[config.mk]
export PLATFORM = sky130hd
export DESIGN_NAME = twf_fetch
export DESIGN_NICKNAME = d
export VERILOG_FILES = /design/src/twf_pkg.sv /design/src/twf_fetch.sv /design/src/twf_word_class.sv
export SDC_FILE = /design/constraint.sdc
export NUM_CORES = 1
export LEC_CHECK = 0
export BUFFER_PORTS_ARGS = -buffer_cell sky130_fd_sc_hd__buf_2
export CAP_MARGIN = 0
export CELL_PAD_IN_SITES_DETAIL_PLACEMENT = 1
export CELL_PAD_IN_SITES_GLOBAL_PLACEMENT = 2
export CORE_ASPECT_RATIO = 1.25
export CORE_UTILIZATION = 33
export CTS_CLUSTER_DIAMETER = 80
export DETAILED_ROUTE_END_ITERATION = 10
export GPL_TIMING_DRIVEN = 0
export PLACE_DENSITY_LB_ADDON = 0.1
export SLEW_MARGIN = 20
export SYNTH_ARGS = -nofsm -noshare
export SYNTH_HDL_FRONTEND = slang
export SYNTH_HIERARCHICAL = 1
export SYNTH_SLANG_ARGS = --single-unit
[constraint.sdc]
create_clock -name ref_clk -period 3.14 [get_ports ref_clk]
set_input_delay 0.942 -clock ref_clk [delete_from_list [all_inputs] [get_ports ref_clk]]
set_output_delay 0.942 -clock ref_clk [all_outputs]
set_load 0.05 [all_outputs]
[src/twf_pkg.sv]
// Shared constants, encodings and carrier types of the two-word fetch block.
package twf_pkg;

  // Widths of the byte address, the instruction word, its literal field, a byte and the branch offset.
  localparam int PC_W = 21;
  localparam int WORD_W = 16;
  localparam int LIT_W = 12;
  localparam int BYTE_W = 8;
  localparam int BRA_OFS_W = 11;

  // Byte address after reset and the byte step of one instruction word.
  localparam logic [PC_W-1:0] PC_RESET = 21'h000000;
  localparam logic [PC_W-1:0] WORD_BYTES = 21'h000002;

  // Upper nibble that marks an operand word (and its stand-alone no-op).
  localparam logic [3:0] OPERAND_PREFIX = 4'hF;

  // Opcode fields of the first word; widths match the field they meet.
  localparam logic [7:0] GOTO_OPC = 8'hEF;
  localparam logic [6:0] CALL_OPC = 7'h76;
  localparam logic [3:0] FILE_MOVE_OPC = 4'hC;
  localparam logic [7:0] PTR_LOAD_OPC = 8'hEE;
  localparam logic [4:0] BRA_OPC = 5'h1A;

  // Kind of a decoded instruction as handed to the execute side.
  typedef enum logic [2:0] {
    K_SINGLE = 3'h0,
    K_GOTO = 3'h1,
    K_CALL = 3'h2,
    K_FILE_MOVE = 3'h3,
    K_PTR_LOAD = 3'h4,
    K_BRANCH = 3'h5,
    K_NOP_OPERAND = 3'h6
  } twf_kind_t;

  // Fetch sequencer states, Gray coded along fetch, wait, issue.
  typedef enum logic [1:0] {
    ST_FETCH = 2'b00,
    ST_WAIT = 2'b01,
    ST_ISSUE = 2'b11
  } twf_state_t;

  // One decoded instruction: kind, first word, operand literal, its address.
  typedef struct packed {
    twf_kind_t kind;
    logic [WORD_W-1:0] first;
    logic [LIT_W-1:0] literal;
    logic [PC_W-1:0] addr;
  } twf_op_t;

endpackage : twf_pkg

[src/twf_fetch.sv]
// Instruction fetch sequencer that pairs two-word instructions.
`timescale 1ns/1ps
`default_nettype none

// Contract
// - Memory is byte addressed; instructions span one or two 16-bit words.
// - Each word sits low byte at even address, high byte at next odd.
// - Counter steps two bytes per word; its bit zero is always zero.
// - Absolute goto and call load their word target into counter bits 20:1.
// - Branch offsets count words and are doubled to bytes before adding.
// - Goto, call, file move and pointer load each take two words.
// - Second word carries prefix 1111 and a twelve-bit literal operand.
// - A 1111-prefixed word not consumed as operand decodes as no-op.
// - An operand word right after its first word supplies the literal.
// - An operand word reached alone after a skip executes as no-op.
module twf_fetch (
  input wire logic ref_clk, // Core clock, 10 MHz.
  input wire logic rst_n, // Asynchronous reset, active low.
  output logic pm_req, // Program memory read request, held to pm_valid.
  output logic [twf_pkg::PC_W-1:0] pm_addr, // Byte address of the word.
  input wire logic [twf_pkg::WORD_W-1:0] pm_data, // Word read from memory.
  input wire logic pm_valid, // Word on pm_data is valid this cycle.
  input wire logic skip_req, // Execute side asks to skip the next word.
  input wire logic core_ready, // Execute side takes the offered op.
  output logic op_valid, // A decoded op is offered.
  output twf_pkg::twf_op_t op, // The decoded op.
  output logic [twf_pkg::PC_W-1:0] pc, // Byte address of the next fetch.
  output logic two_word_pending // First word held, operand awaited.
);

  twf_pkg::twf_state_t state;
  logic [twf_pkg::PC_W-2:0] pc_word;
  logic skip_pend;
  logic [twf_pkg::WORD_W-1:0] first_word;
  logic [twf_pkg::PC_W-1:0] first_addr;
  twf_pkg::twf_kind_t first_kind;
  logic capture;
  logic cls_operand;
  logic cls_two_word;
  twf_pkg::twf_kind_t cls_kind;
  logic [twf_pkg::PC_W-1:0] cls_ofs;
  logic [twf_pkg::PC_W-1:0] pc_byte;
  logic [twf_pkg::PC_W-1:0] next_pc;
  logic next_emit;
  logic next_pend;
  twf_pkg::twf_op_t next_op;

  // The counter keeps only bits 20:1, so bit zero cannot drift off zero.
  assign pc_byte = {pc_word, 1'b0};

  // A word is taken when memory answers during the wait state.
  assign capture = (state == twf_pkg::ST_WAIT) && pm_valid;

  twf_word_class u_class (
    .word(pm_data),
    .is_operand(cls_operand),
    .is_two_word(cls_two_word),
    .kind(cls_kind),
    .branch_ofs(cls_ofs)
  );

  // Decode of the captured word against the pending and skip state.
  always_comb begin
    next_pc = pc_byte + twf_pkg::WORD_BYTES;
    next_emit = 1'b0;
    next_pend = 1'b0;
    next_op.kind = cls_kind;
    next_op.first = pm_data;
    next_op.literal = pm_data[twf_pkg::LIT_W-1:0];
    next_op.addr = pc_byte;
    if (skip_pend) begin
      // A skipped first word leaves its operand word to arrive alone.
      next_emit = 1'b0;
    end else if (two_word_pending && cls_operand) begin
      next_emit = 1'b1;
      next_op.kind = first_kind;
      next_op.first = first_word;
      next_op.addr = first_addr;
      next_op.literal = pm_data[twf_pkg::LIT_W-1:0];
      if ((first_kind == twf_pkg::K_GOTO) ||
          (first_kind == twf_pkg::K_CALL)) begin
        // Word target goes to bits 20:1, giving an even byte address.
        next_pc = {pm_data[twf_pkg::LIT_W-1:0],
                   first_word[twf_pkg::BYTE_W-1:0], 1'b0};
      end
    end else if (cls_operand) begin
      next_emit = 1'b1;
      next_op.kind = twf_pkg::K_NOP_OPERAND;
    end else if (cls_two_word) begin
      next_pend = 1'b1;
    end else if (cls_kind == twf_pkg::K_BRANCH) begin
      next_emit = 1'b1;
      next_pc = pc_byte + twf_pkg::WORD_BYTES + cls_ofs;
    end else begin
      next_emit = 1'b1;
    end
  end

  // Sequencer: fetch, wait for the word, offer the op until taken.
  always_ff @(posedge ref_clk or negedge rst_n) begin
    if (!rst_n) begin
      state <= twf_pkg::ST_FETCH;
    end else begin
      unique case (state)
        twf_pkg::ST_FETCH: begin
          state <= twf_pkg::ST_WAIT;
        end
        twf_pkg::ST_WAIT: begin
          if (pm_valid) begin
            state <= next_emit ? twf_pkg::ST_ISSUE : twf_pkg::ST_FETCH;
          end
        end
        twf_pkg::ST_ISSUE: begin
          if (core_ready) begin
            state <= twf_pkg::ST_FETCH;
          end
        end
        default: begin
          state <= twf_pkg::ST_FETCH;
        end
      endcase
    end
  end

  // Program counter in word units; it moves once per captured word.
  always_ff @(posedge ref_clk or negedge rst_n) begin
    if (!rst_n) begin
      pc_word <= twf_pkg::PC_RESET[twf_pkg::PC_W-1:1];
    end else if (capture) begin
      pc_word <= next_pc[twf_pkg::PC_W-1:1];
    end
  end

  // Memory request: one word per request, even byte address only.
  always_ff @(posedge ref_clk or negedge rst_n) begin
    if (!rst_n) begin
      pm_req <= 1'b0;
      pm_addr <= twf_pkg::PC_RESET;
    end else if (state == twf_pkg::ST_FETCH) begin
      pm_req <= 1'b1;
      pm_addr <= pc_byte;
    end else if (capture) begin
      pm_req <= 1'b0;
    end
  end

  // Pending first word; any captured word ends or restarts the pairing.
  always_ff @(posedge ref_clk or negedge rst_n) begin
    if (!rst_n) begin
      two_word_pending <= 1'b0;
      first_word <= '0;
      first_addr <= twf_pkg::PC_RESET;
      first_kind <= twf_pkg::K_SINGLE;
    end else if (capture) begin
      two_word_pending <= next_pend;
      if (next_pend) begin
        first_word <= pm_data;
        first_addr <= pc_byte;
        first_kind <= cls_kind;
      end
    end
  end

  // Skip request: a new request in the drop cycle wins over the clear.
  always_ff @(posedge ref_clk or negedge rst_n) begin
    if (!rst_n) begin
      skip_pend <= 1'b0;
    end else if (skip_req) begin
      skip_pend <= 1'b1;
    end else if (capture) begin
      skip_pend <= 1'b0;
    end
  end

  // Offered op is registered so the execute side sees stable fields.
  always_ff @(posedge ref_clk or negedge rst_n) begin
    if (!rst_n) begin
      op_valid <= 1'b0;
      op <= '0;
    end else if (capture && next_emit) begin
      op_valid <= 1'b1;
      op <= next_op;
    end else if ((state == twf_pkg::ST_ISSUE) && core_ready) begin
      op_valid <= 1'b0;
    end
  end

  // Counter copy for the outside; bit zero stays zero.
  always_ff @(posedge ref_clk or negedge rst_n) begin
    if (!rst_n) begin
      pc <= twf_pkg::PC_RESET;
    end else if (capture) begin
      pc <= {next_pc[twf_pkg::PC_W-1:1], 1'b0};
    end
  end

endmodule : twf_fetch
`default_nettype wire

[src/twf_word_class.sv]
// Combinational classifier of one fetched instruction word.
`timescale 1ns/1ps
`default_nettype none

module twf_word_class (
  input wire logic [twf_pkg::WORD_W-1:0] word, // Fetched instruction word.
  output logic is_operand, // Upper nibble is the operand prefix.
  output logic is_two_word, // Word opens a two-word instruction.
  output twf_pkg::twf_kind_t kind, // Kind of instruction the word opens.
  output logic [twf_pkg::PC_W-1:0] branch_ofs // Branch offset in bytes.
);

  // Operand words are recognised by their prefix alone.
  assign is_operand = (word[15:12] == twf_pkg::OPERAND_PREFIX);

  // Exactly four opcodes open a two-word instruction.
  always_comb begin
    kind = twf_pkg::K_SINGLE;
    is_two_word = 1'b0;
    if (word[15:8] == twf_pkg::GOTO_OPC) begin
      kind = twf_pkg::K_GOTO;
      is_two_word = 1'b1;
    end else if (word[15:9] == twf_pkg::CALL_OPC) begin
      kind = twf_pkg::K_CALL;
      is_two_word = 1'b1;
    end else if (word[15:12] == twf_pkg::FILE_MOVE_OPC) begin
      kind = twf_pkg::K_FILE_MOVE;
      is_two_word = 1'b1;
    end else if (word[15:8] == twf_pkg::PTR_LOAD_OPC) begin
      kind = twf_pkg::K_PTR_LOAD;
      is_two_word = 1'b1;
    end else if (word[15:11] == twf_pkg::BRA_OPC) begin
      kind = twf_pkg::K_BRANCH;
    end else if (is_operand) begin
      kind = twf_pkg::K_NOP_OPERAND;
    end
  end

  // The offset counts words, so it is sign extended and doubled to bytes.
  assign branch_ofs = {{(twf_pkg::PC_W - twf_pkg::BRA_OFS_W - 1)
                        {word[twf_pkg::BRA_OFS_W-1]}},
                       word[twf_pkg::BRA_OFS_W-1:0], 1'b0};

endmodule : twf_word_class
`default_nettype wire

==> results of run 1 <==
layout make-up:
cell class | instances | area [um2] | area share, %
Timing Repair Buffer | 161 | 978 | 9.64
Multi-Input combinational cell | 543 | 4230 | 41.7
Inverter | 15 | 56.3 | 0.555
Clock buffer | 19 | 443 | 4.36
Tap cell | 288 | 360 | 3.55
Buffer | 65 | 490 | 4.83
Clock inverter | 13 | 170 | 1.68
Sequential cell | 136 | 3420 | 33.7
worst min path at each step:
stage | end | depth (start not counted) | slack [ps]
floorplan | first_addr[16] | 2 | 450
global placement | op[2] | 2 | 460
detailed placement | op[10] | 2 | 470
CTS | op[10] | 2 | 480
global route | op[10] | 2 | 500
finish | op[10] | 2 | 470
where the power goes:
group / internal (W) / switching (W) / total, W
Combinational: 0.00144 / 0.00295 / 0.00440
Clock: 0.00128 / 0.000837 / 0.00212
Sequential: 0.00228 / 0.000346 / 0.00262
Total: 0.00500 / 0.00414 / 0.00914
stage by stage:
step                utilization (%)  setup slack, ps  hold slack, ps  power (W)  TNS [ps]
finish                         44.1             16.9             474    0.00914         0
global route                   44.1            -96.8             500    0.00961      -313
CTS                            42.5            -39.6             480    0.00904     -39.6
detailed placement             38.1            -1090             466    0.00663    -47630
global placement               37.9            -1330             461    0.00652   -163430
floorplan                         -             9.14             449    0.00551         0
layout by cell type, fill, tap and decap left out, types with 17 or more instances in the layout:
cell type and count:
nor2_1 31, mux2i_1 38, buf_2 116, clkbuf_16 19
buf_4 69, nand2_1 82, dfrtp_1 124, clkbuf_1 17
ha_1 20, o21ai_0 62, mux2_2 68, a21oi_1 25
flip-flops by register name, indices dropped and copies added (netlist names):
| name | count |
|---|---|
| pm_addr | 20 |
| first_kind | 3 |
| first_word | 16 |
| pc | 20 |
| op | 51 |
| op_valid | 1 |
| skip_pend | 1 |
| first_addr | 20 |
| pm_req | 1 |
| state | 2 |
| two_word_pending | 1 |
critical path, cell delays in order (launching register included):
cell and delay, ps:
dfrtp_4 450, ha_4 170, and3_4 210, nand3_4 100, nor2_4 140, xor2_4 210
ha_4 240, a21oi_2 170, nand2_2 110, nor4bb_4 400, o21ai_2 150, o41ai_2 280
buf_4 180, o21bai_1 110, nand3_1 90
routing by layer:
metal  wire (um)  up-vias  GRT usage [%]  part of all wire [%]
met1       11700     3326           28.9                    44
li1            -     3052              -                     -
met3         932       30           3.01                   3.5
met5           0        -              0                     0
met4         470        0           6.62                   1.8
met2       13400      152           39.2                    51
repair_timing:
item,in CTS,in global routing
gates resized for setup,35,52
buffers inserted,27,19
pin swaps,20,22
setup endpoints to repair,71,25
==> results.toml, run 1 <==
[run_status]
status = "completed"

[synthesis]
syn_inst = 759
syn-cell-area_um2 = 7770
ys_warn_count = 6
syn_area_per_cell_um2 = 10.2

[worst_hold_path]
worstHoldStart = "op[10]"
hold_class = "register to register"

[worst_setup_path]
rr_endpoint = "pc[20]"
cp-endpoint = "pc[20]"
crit_required_ps = 3440
worstSetupStartpoint = "pc[1]"
crit_path_end_kind = "register"
timing.rr.start = "pc[1]"
start_kind = "register"
path_max_fanout = 4
crit_type = "register to register"
crit_arrival_ps = 3420
worstRegToRegCells = 14
r2r_setup_slack_ps = 20

[floorplan]
die-height_um = 174
die_area_um2 = 24200
fp.dieW_um = 139
rows = 62
ios = 118
initial_core_util_pct = 33.7
core_um2 = 23000

[layout]
fillers = 2581
antenna_cells = 0
syn_to_final_growth_pct = 30.6
nets = 985
design_area_um2 = 10200
drive_above_1_share_pct = 40.0
final_cells = 1240

[global_routing]
antenna_found_initial = 0
grt_pass1_vias = 7061
grt_pass1_wl_um = 41300
grt_max_degree = 86
grtUsageTotal_pct = 22.5
grt.overflow.total = 0

[timing]
max_freq_mhz = 320
finalSetupViolations = 0
hold_viol = 0
max_slew_margin_pct = 48.3
worstMarginPinSlew_ps = 775
period_minus_slack_ps = 3120
fin_skew_ps = 11.8
period_share_pct = 99.5
drv_slew = 0
grt_setup_unrepaired = "yes"

[clock_tree]
cts_tree = "built"
ctsRootBufferMaster = "clkbuf_16"
hold_buffers = 0
cts.path.max_buffers = 2
clk-insertion-delay-late_ps = 430
cts.sink_count = 136
htreeDepth = 4
clk_pin_slew_ps = 60
cts_made_buffers = 17

[routing]
drc = 0
wl_um = 26600
detail_route.first_pass.iterations = 4
routedWlPerCell_um = 21.4
vias = 6560
drt-initial-drc-count = 241
ant_nets = 0
vias_per_cell = 5.29

[placed_design]
io_buffers = 114
place_congestion = 0.848
post-place-cells = 1164
placed_cell_area_um2 = 8780
dpl.hpwl_um = 19200

[pwr]
p_per_area_nw_per_um2 = 900
peakVddDrop_mv = 0.451
power_leakage_nw = 5.05

[run]
maxCapViolations = 0
Power figures use the tool's default switching activity.
==> run 2, diff against run 1 <==
--- a/config.mk
+++ b/config.mk
@@ -5,12 +5,13 @@
 export SDC_FILE = /design/constraint.sdc
 export NUM_CORES = 1
 export LEC_CHECK = 0
+export ABC_AREA = 1
 export BUFFER_PORTS_ARGS = -buffer_cell sky130_fd_sc_hd__buf_2
 export CAP_MARGIN = 0
 export CELL_PAD_IN_SITES_DETAIL_PLACEMENT = 1
 export CELL_PAD_IN_SITES_GLOBAL_PLACEMENT = 2
 export CORE_ASPECT_RATIO = 1.25
-export CORE_UTILIZATION = 33
+export CORE_UTILIZATION = 30
 export CTS_CLUSTER_DIAMETER = 80
 export DETAILED_ROUTE_END_ITERATION = 10
 export GPL_TIMING_DRIVEN = 0
==> results.toml, run 2 <==
[routing]
drc = 0
wl_um = 32800
detail_route.first_pass.iterations = 5
vias_per_cell = 4.99
ant_nets = 0
routedWlPerCell_um = 20.3
vias = 8074
drt-initial-drc-count = 268

[floorplan]
die_area_um2 = 28000
die-height_um = 187
rows = 67
fp.dieW_um = 150
ios = 118
core_um2 = 26800
initial_core_util_pct = 30.6

[layout]
final_cells = 1618
syn_to_final_growth_pct = 25.4
nets = 1306
layout_commonest_cell = "nand2_1"
largest_reg_flops = 51
top_register = "op"
antenna_cells = 0
drive_above_1_share_pct = 24.4
mostFrequentLayoutCells = "319 x nand2_1, 128 x dfrtp_1, 124 x buf_2"
design_area_um2 = 10300

[timing]
fin_skew_ps = 11.5
hold_viol = 0
worstMarginPinSlew_ps = 756
max_slew_margin_pct = 49.6
setup-tns-final_ps = 0
drv_slew = 0
grt_setup_unrepaired = "yes"
max_freq_mhz = 335
period_minus_slack_ps = 2990
finalSetupViolations = 0
period_share_pct = 95.2

[synthesis]
syn_area_per_cell_um2 = 7.40
syn-cell-area_um2 = 8210
ys_warn_count = 6
syn_inst = 1109

[clock_tree]
cts.path.max_buffers = 2
cts_tree = "built"
clk-insertion-delay-late_ps = 440
cts_made_buffers = 17
cts.sink_count = 136
clk_pin_slew_ps = 70
ctsRootBufferMaster = "clkbuf_16"
htreeDepth = 4
hold_buffers = 0

[worst_setup_path]
path_max_fanout = 5
worstRegToRegCells = 21
crit_required_ps = 3470
crit_family = "simple AND/OR/NAND/NOR gates"
crit_path_end_kind = "register"
slowest_delay_ps = 430
cp_num_buf_inv = 2
r2r_setup_slack_ps = 150
worst_path_max_delay_cell = "dfrtp_2"
path_cells = "ha_4 -> nand2_2 -> nor2_4 -> nand2_2 -> nor2_4 -> nand2_1 -> nand2_2 -> inv_2 -> ha_4 -> a21oi_4 -> buf_4 -> nand2_1 -> nand2_1 -> nand2_1 -> a21oi_2 -> or2_0 -> nand3_1 -> nand2_1 -> nand2_1 -> nand2_1 -> nand2_1"
crit_arrival_ps = 3320
timing.rr.start = "pc[2]"
rr_endpoint = "pc[12]"
start_kind = "register"
crit_type = "register to register"
cpMostUsedCell = "nand2_1"

[run_status]
status = "completed"

[pwr]
p_per_area_nw_per_um2 = 1130
p_sw_w = 0.00603
pwr-share-comb_pct = 55.0
internal_power_w = 0.00561
swShare_pct = 51.8
peakVddDrop_mv = 0.385
pwr-share-seq_pct = 26.2
clkPwrFrac_pct = 18.9
power_leakage_nw = 5.24

[placed_design]
placed_cell_area_um2 = 9260
place_congestion = 0.863
dpl.hpwl_um = 25000
io_buffers = 114
post-place-cells = 1571

[global_routing]
grt_max_degree = 81
grt_pass1_vias = 8287
grt.overflow.total = 0
antenna_found_initial = 0
grtUsageTotal_pct = 24.5
grt_pass1_wl_um = 50300

[run]
maxCapViolations = 0

[worst_hold_path]
hold_class = "primary input to asynchronous set/reset pin"
==> run 2: power by group through the flow <==
| stage | clock (W) | combinational (W) | sequential [W] |
|---|---|---|---|
| after detailed placement | 0 | 0.00602 | 0.00309 |
| after CTS | 0.00224 | 0.00624 | 0.00306 |
| after global placement | 0 | 0.00594 | 0.00307 |
| after global routing | 0.00230 | 0.00697 | 0.00314 |
| final | 0.00219 | 0.00640 | 0.00304 |
| after floorplan | 0 | 0.00245 | 0.00484 |
==> run 2: worst reg2reg max path: stages, from the launching register on <==
cell and delay [ps]:
dfrtp_2 430, ha_4 170, nand2_2 90, nor2_4 200, nand2_2 110, nor2_4 190, nand2_1 100, nand2_2 140
inv_2 60, ha_4 240, a21oi_4 170, buf_4 140, nand2_1 50, nand2_1 50, nand2_1 80, a21oi_2 220
or2_0 140, nand3_1 60, nand2_1 70, nand2_1 50, nand2_1 70, nand2_1 50
==> run 2: cell type report <==
class	count	area [um2]
clock buffers	19	443
multi-input cells	803	4320
flip-flops and latches	136	3410
clock inverters	13	191
inverters	98	368
plain buffers	74	403
well taps	345	432
repair buffers	130	723
fillers	3364	16500
==> run 2: through the flow <==
step | power, W | hold WS (ps) | setup WS [ps] | util, %
6_report | 0.0116 | 426 | 152 | 38.4
5_1_grt | 0.0124 | 454 | -62.3 | 38.4
4_1_cts | 0.0115 | 437 | -18.3 | 37.6
3_5_place_dp | 0.00911 | 453 | -1210 | 34.5
3_3_place_gp | 0.00901 | 448 | -1180 | 34.4
2_1_floorplan | 0.00729 | 482 | 29.9 | -
==> run 2: worst max path at each step <==
stage	cells past startpoint	end	start	slack, ps
finish	21	pc[12]	pc[2]	150
global route	21	pc[18]	pc[2]	-60
CTS	20	pc[16]	pc[2]	-20
detailed placement	19	pc[18]	pc[2]	-1210
global placement	19	pc[16]	pc[2]	-1180
floorplan	22	pc[20]	pc[2]	30
==> run 2: routing by layer <==
metal | part of all wire (%) | vias up | wire, um | global-route usage, %
met5 | 0 | - | 0 | 0
met4 | 4.3 | 0 | 1400 | 11.3
met3 | 3.1 | 47 | 1020 | 3.24
met2 | 50 | 161 | 16500 | 42.5
met1 | 42 | 3991 | 13900 | 29.6
li1 | - | 3875 | - | -
==> run 2: what timing repair did <==
action / 4_1_cts / 5_1_grt
pin swaps: 3 / 12
setup buffers: 4 / 11
setup endpoints to repair: 15 / 13
resized for setup: 35 / 40
==> run 3, diff against run 2 <==
--- a/config.mk
+++ b/config.mk
@@ -16,6 +16,7 @@
 export DETAILED_ROUTE_END_ITERATION = 10
 export GPL_TIMING_DRIVEN = 0
 export PLACE_DENSITY_LB_ADDON = 0.1
+export SETUP_SLACK_MARGIN = 0.5
 export SLEW_MARGIN = 20
 export SYNTH_ARGS = -nofsm -noshare
 export SYNTH_HDL_FRONTEND = slang
==> results.toml, run 3 (synthesis gave the netlist of run 2 again) <==
[floorplan]
initial_core_util_pct = 30.6
fp.dieW_um = 150
die-height_um = 187
core_um2 = 26800
ios = 118
die_area_um2 = 28000
rows = 67

[clock_tree]
cts.path.max_buffers = 2
hold_buffers = 0
htreeDepth = 4
clk_pin_slew_ps = 60
ctsRootBufferMaster = "clkbuf_16"
cts.sink_count = 136
clk-insertion-delay-late_ps = 430
cts_made_buffers = 17
cts_tree = "built"

[worst_setup_path]
crit_path_end_kind = "register"
slowest_delay_ps = 460
crit_arrival_ps = 3210
path_max_fanout = 4
path_cells = "ha_4 -> nand2_4 -> nor2_4 -> nand2_2 -> nor2_4 -> or2_4 -> nand2_4 -> inv_4 -> ha_4 -> nand2_4 -> nor2_4 -> nand2_2 -> nand3_2 -> buf_6 -> xor2_1 -> o21bai_1 -> nand3_1 -> nand2_1 -> o21ai_2"
worstSetupStartpoint = "pc[2]"
timing.rr.start = "pc[2]"
crit_required_ps = 3440
crit_type = "register to register"
start_kind = "register"
worst_path_max_delay_cell = "dfrtp_4"

[layout]
layout_commonest_cell = "nand2_1"
multi_input_area_um2 = 4720
fillers = 3288
largest_reg_flops = 51
nets = 1330
top_register = "op"
design_area_um2 = 10900
final_cells = 1642
drive_above_1_share_pct = 32.4
syn_to_final_growth_pct = 32.6
regArea_um2 = 3420
mostFrequentLayoutCells = "292 x nand2_1, 123 x buf_2, 123 x dfrtp_1"
antenna_cells = 0

[routing]
wl_um = 33000
detail_route.first_pass.iterations = 5
drc = 0
ant_nets = 0
drt-initial-drc-count = 395
vias = 8149
routedWlPerCell_um = 20.1
vias_per_cell = 4.96

[global_routing]
antenna_found_initial = 0
grt_max_degree = 76
grt_pass1_vias = 8167
grt_pass1_wl_um = 49600
grt.overflow.total = 0
grtUsageTotal_pct = 24.0

[timing]
finalSetupViolations = 0
worstMarginPinSlew_ps = 716
grt_setup_unrepaired = "yes"
hold_viol = 0
max_slew_margin_pct = 52.3
drv_slew = 0
max_freq_mhz = 344
period_share_pct = 92.7
setup-tns-final_ps = 0
period_minus_slack_ps = 2910
fin_skew_ps = 9.94

[run]
maxCapViolations = 0

[worst_hold_path]
hold_class = "primary input to asynchronous set/reset pin"

[pwr]
power_leakage_nw = 5.41
peakVddDrop_mv = 0.362
p_per_area_nw_per_um2 = 1120

[placed_design]
post-place-cells = 1571
io_buffers = 114
placed_cell_area_um2 = 9390
place_congestion = 0.899
dpl.hpwl_um = 24800

[run_status]
status = "completed"
==> run 3: metrics by stage <==
| step | util, % | hold WS (ps) | total power (W) | setup slack (ps) |
|---|---|---|---|---|
| 4_1_cts | 38.7 | 470 | 0.0118 | 164 |
| 3_5_place_dp | 35.0 | 454 | 0.00924 | -877 |
| 3_3_place_gp | 34.9 | 450 | 0.00915 | -1540 |
| 2_1_floorplan | - | 482 | 0.00741 | 445 |
| 6_report | 40.6 | 461 | 0.0122 | 230 |
| 5_1_grt | 40.6 | 486 | 0.0130 | 106 |
==> run 3: final timing paths <==
path	to	slack (ps)	depth (start not counted)
min reg2reg	op[26]	470	2
max	pc[8]	230	19
max reg2reg	pc[8]	230	19
max in group asynchronous	pc[14]	1880	2
min	op[5]	460	1
min in group ref_clk	op[26]	470	2
==> run 3: repair_timing <==
action | in CTS | in global routing
endpoints found under the setup margin | 72 | 100
gates resized for setup | 57 | 105
setup buffers | 22 | 17
pin swaps | 23 | 56
==> run 3: final cells by class <==
type / instances / share of cell area [%]
multi-input cells: 803 / 43.4
flip-flops and latches: 136 / 31.4
repair buffers: 154 / 8.40
clock buffers: 23 / 4.48
well taps: 345 / 3.97
plain buffers: 74 / 3.85
inverters: 98 / 3.43
clock inverters: 9 / 1.06
==> run 3: per-layer routing <==
metal	share of wire [%]	global-route usage, %	wire, um	vias up
li1	-	-	-	3932
met1	43	29.7	14200	4007
met2	51	41.3	16700	165
met3	2.7	2.83	877	45
met4	3.6	10.7	1180	0
met5	0	0	0	-
==> run 3: worst max-delay path: cells and delay by family, from the launching register on <==
family	cells	cell delay, ps
DFF	1	460
buffers and inverters	2	180
adders and majority gates	2	390
AOI/OAI and AO/OA	2	290
xor gates and xnor gates	1	130
and+or+nand+nor	12	1330
==> run 3: power by group <==
| group | total [W] | switching [W] | internal [W] |
|---|---|---|---|
| clock network | 0.00209 | 0.000834 | 0.00126 |
| logic | 0.00710 | 0.00494 | 0.00216 |
| registers | 0.00303 | 0.000533 | 0.00250 |
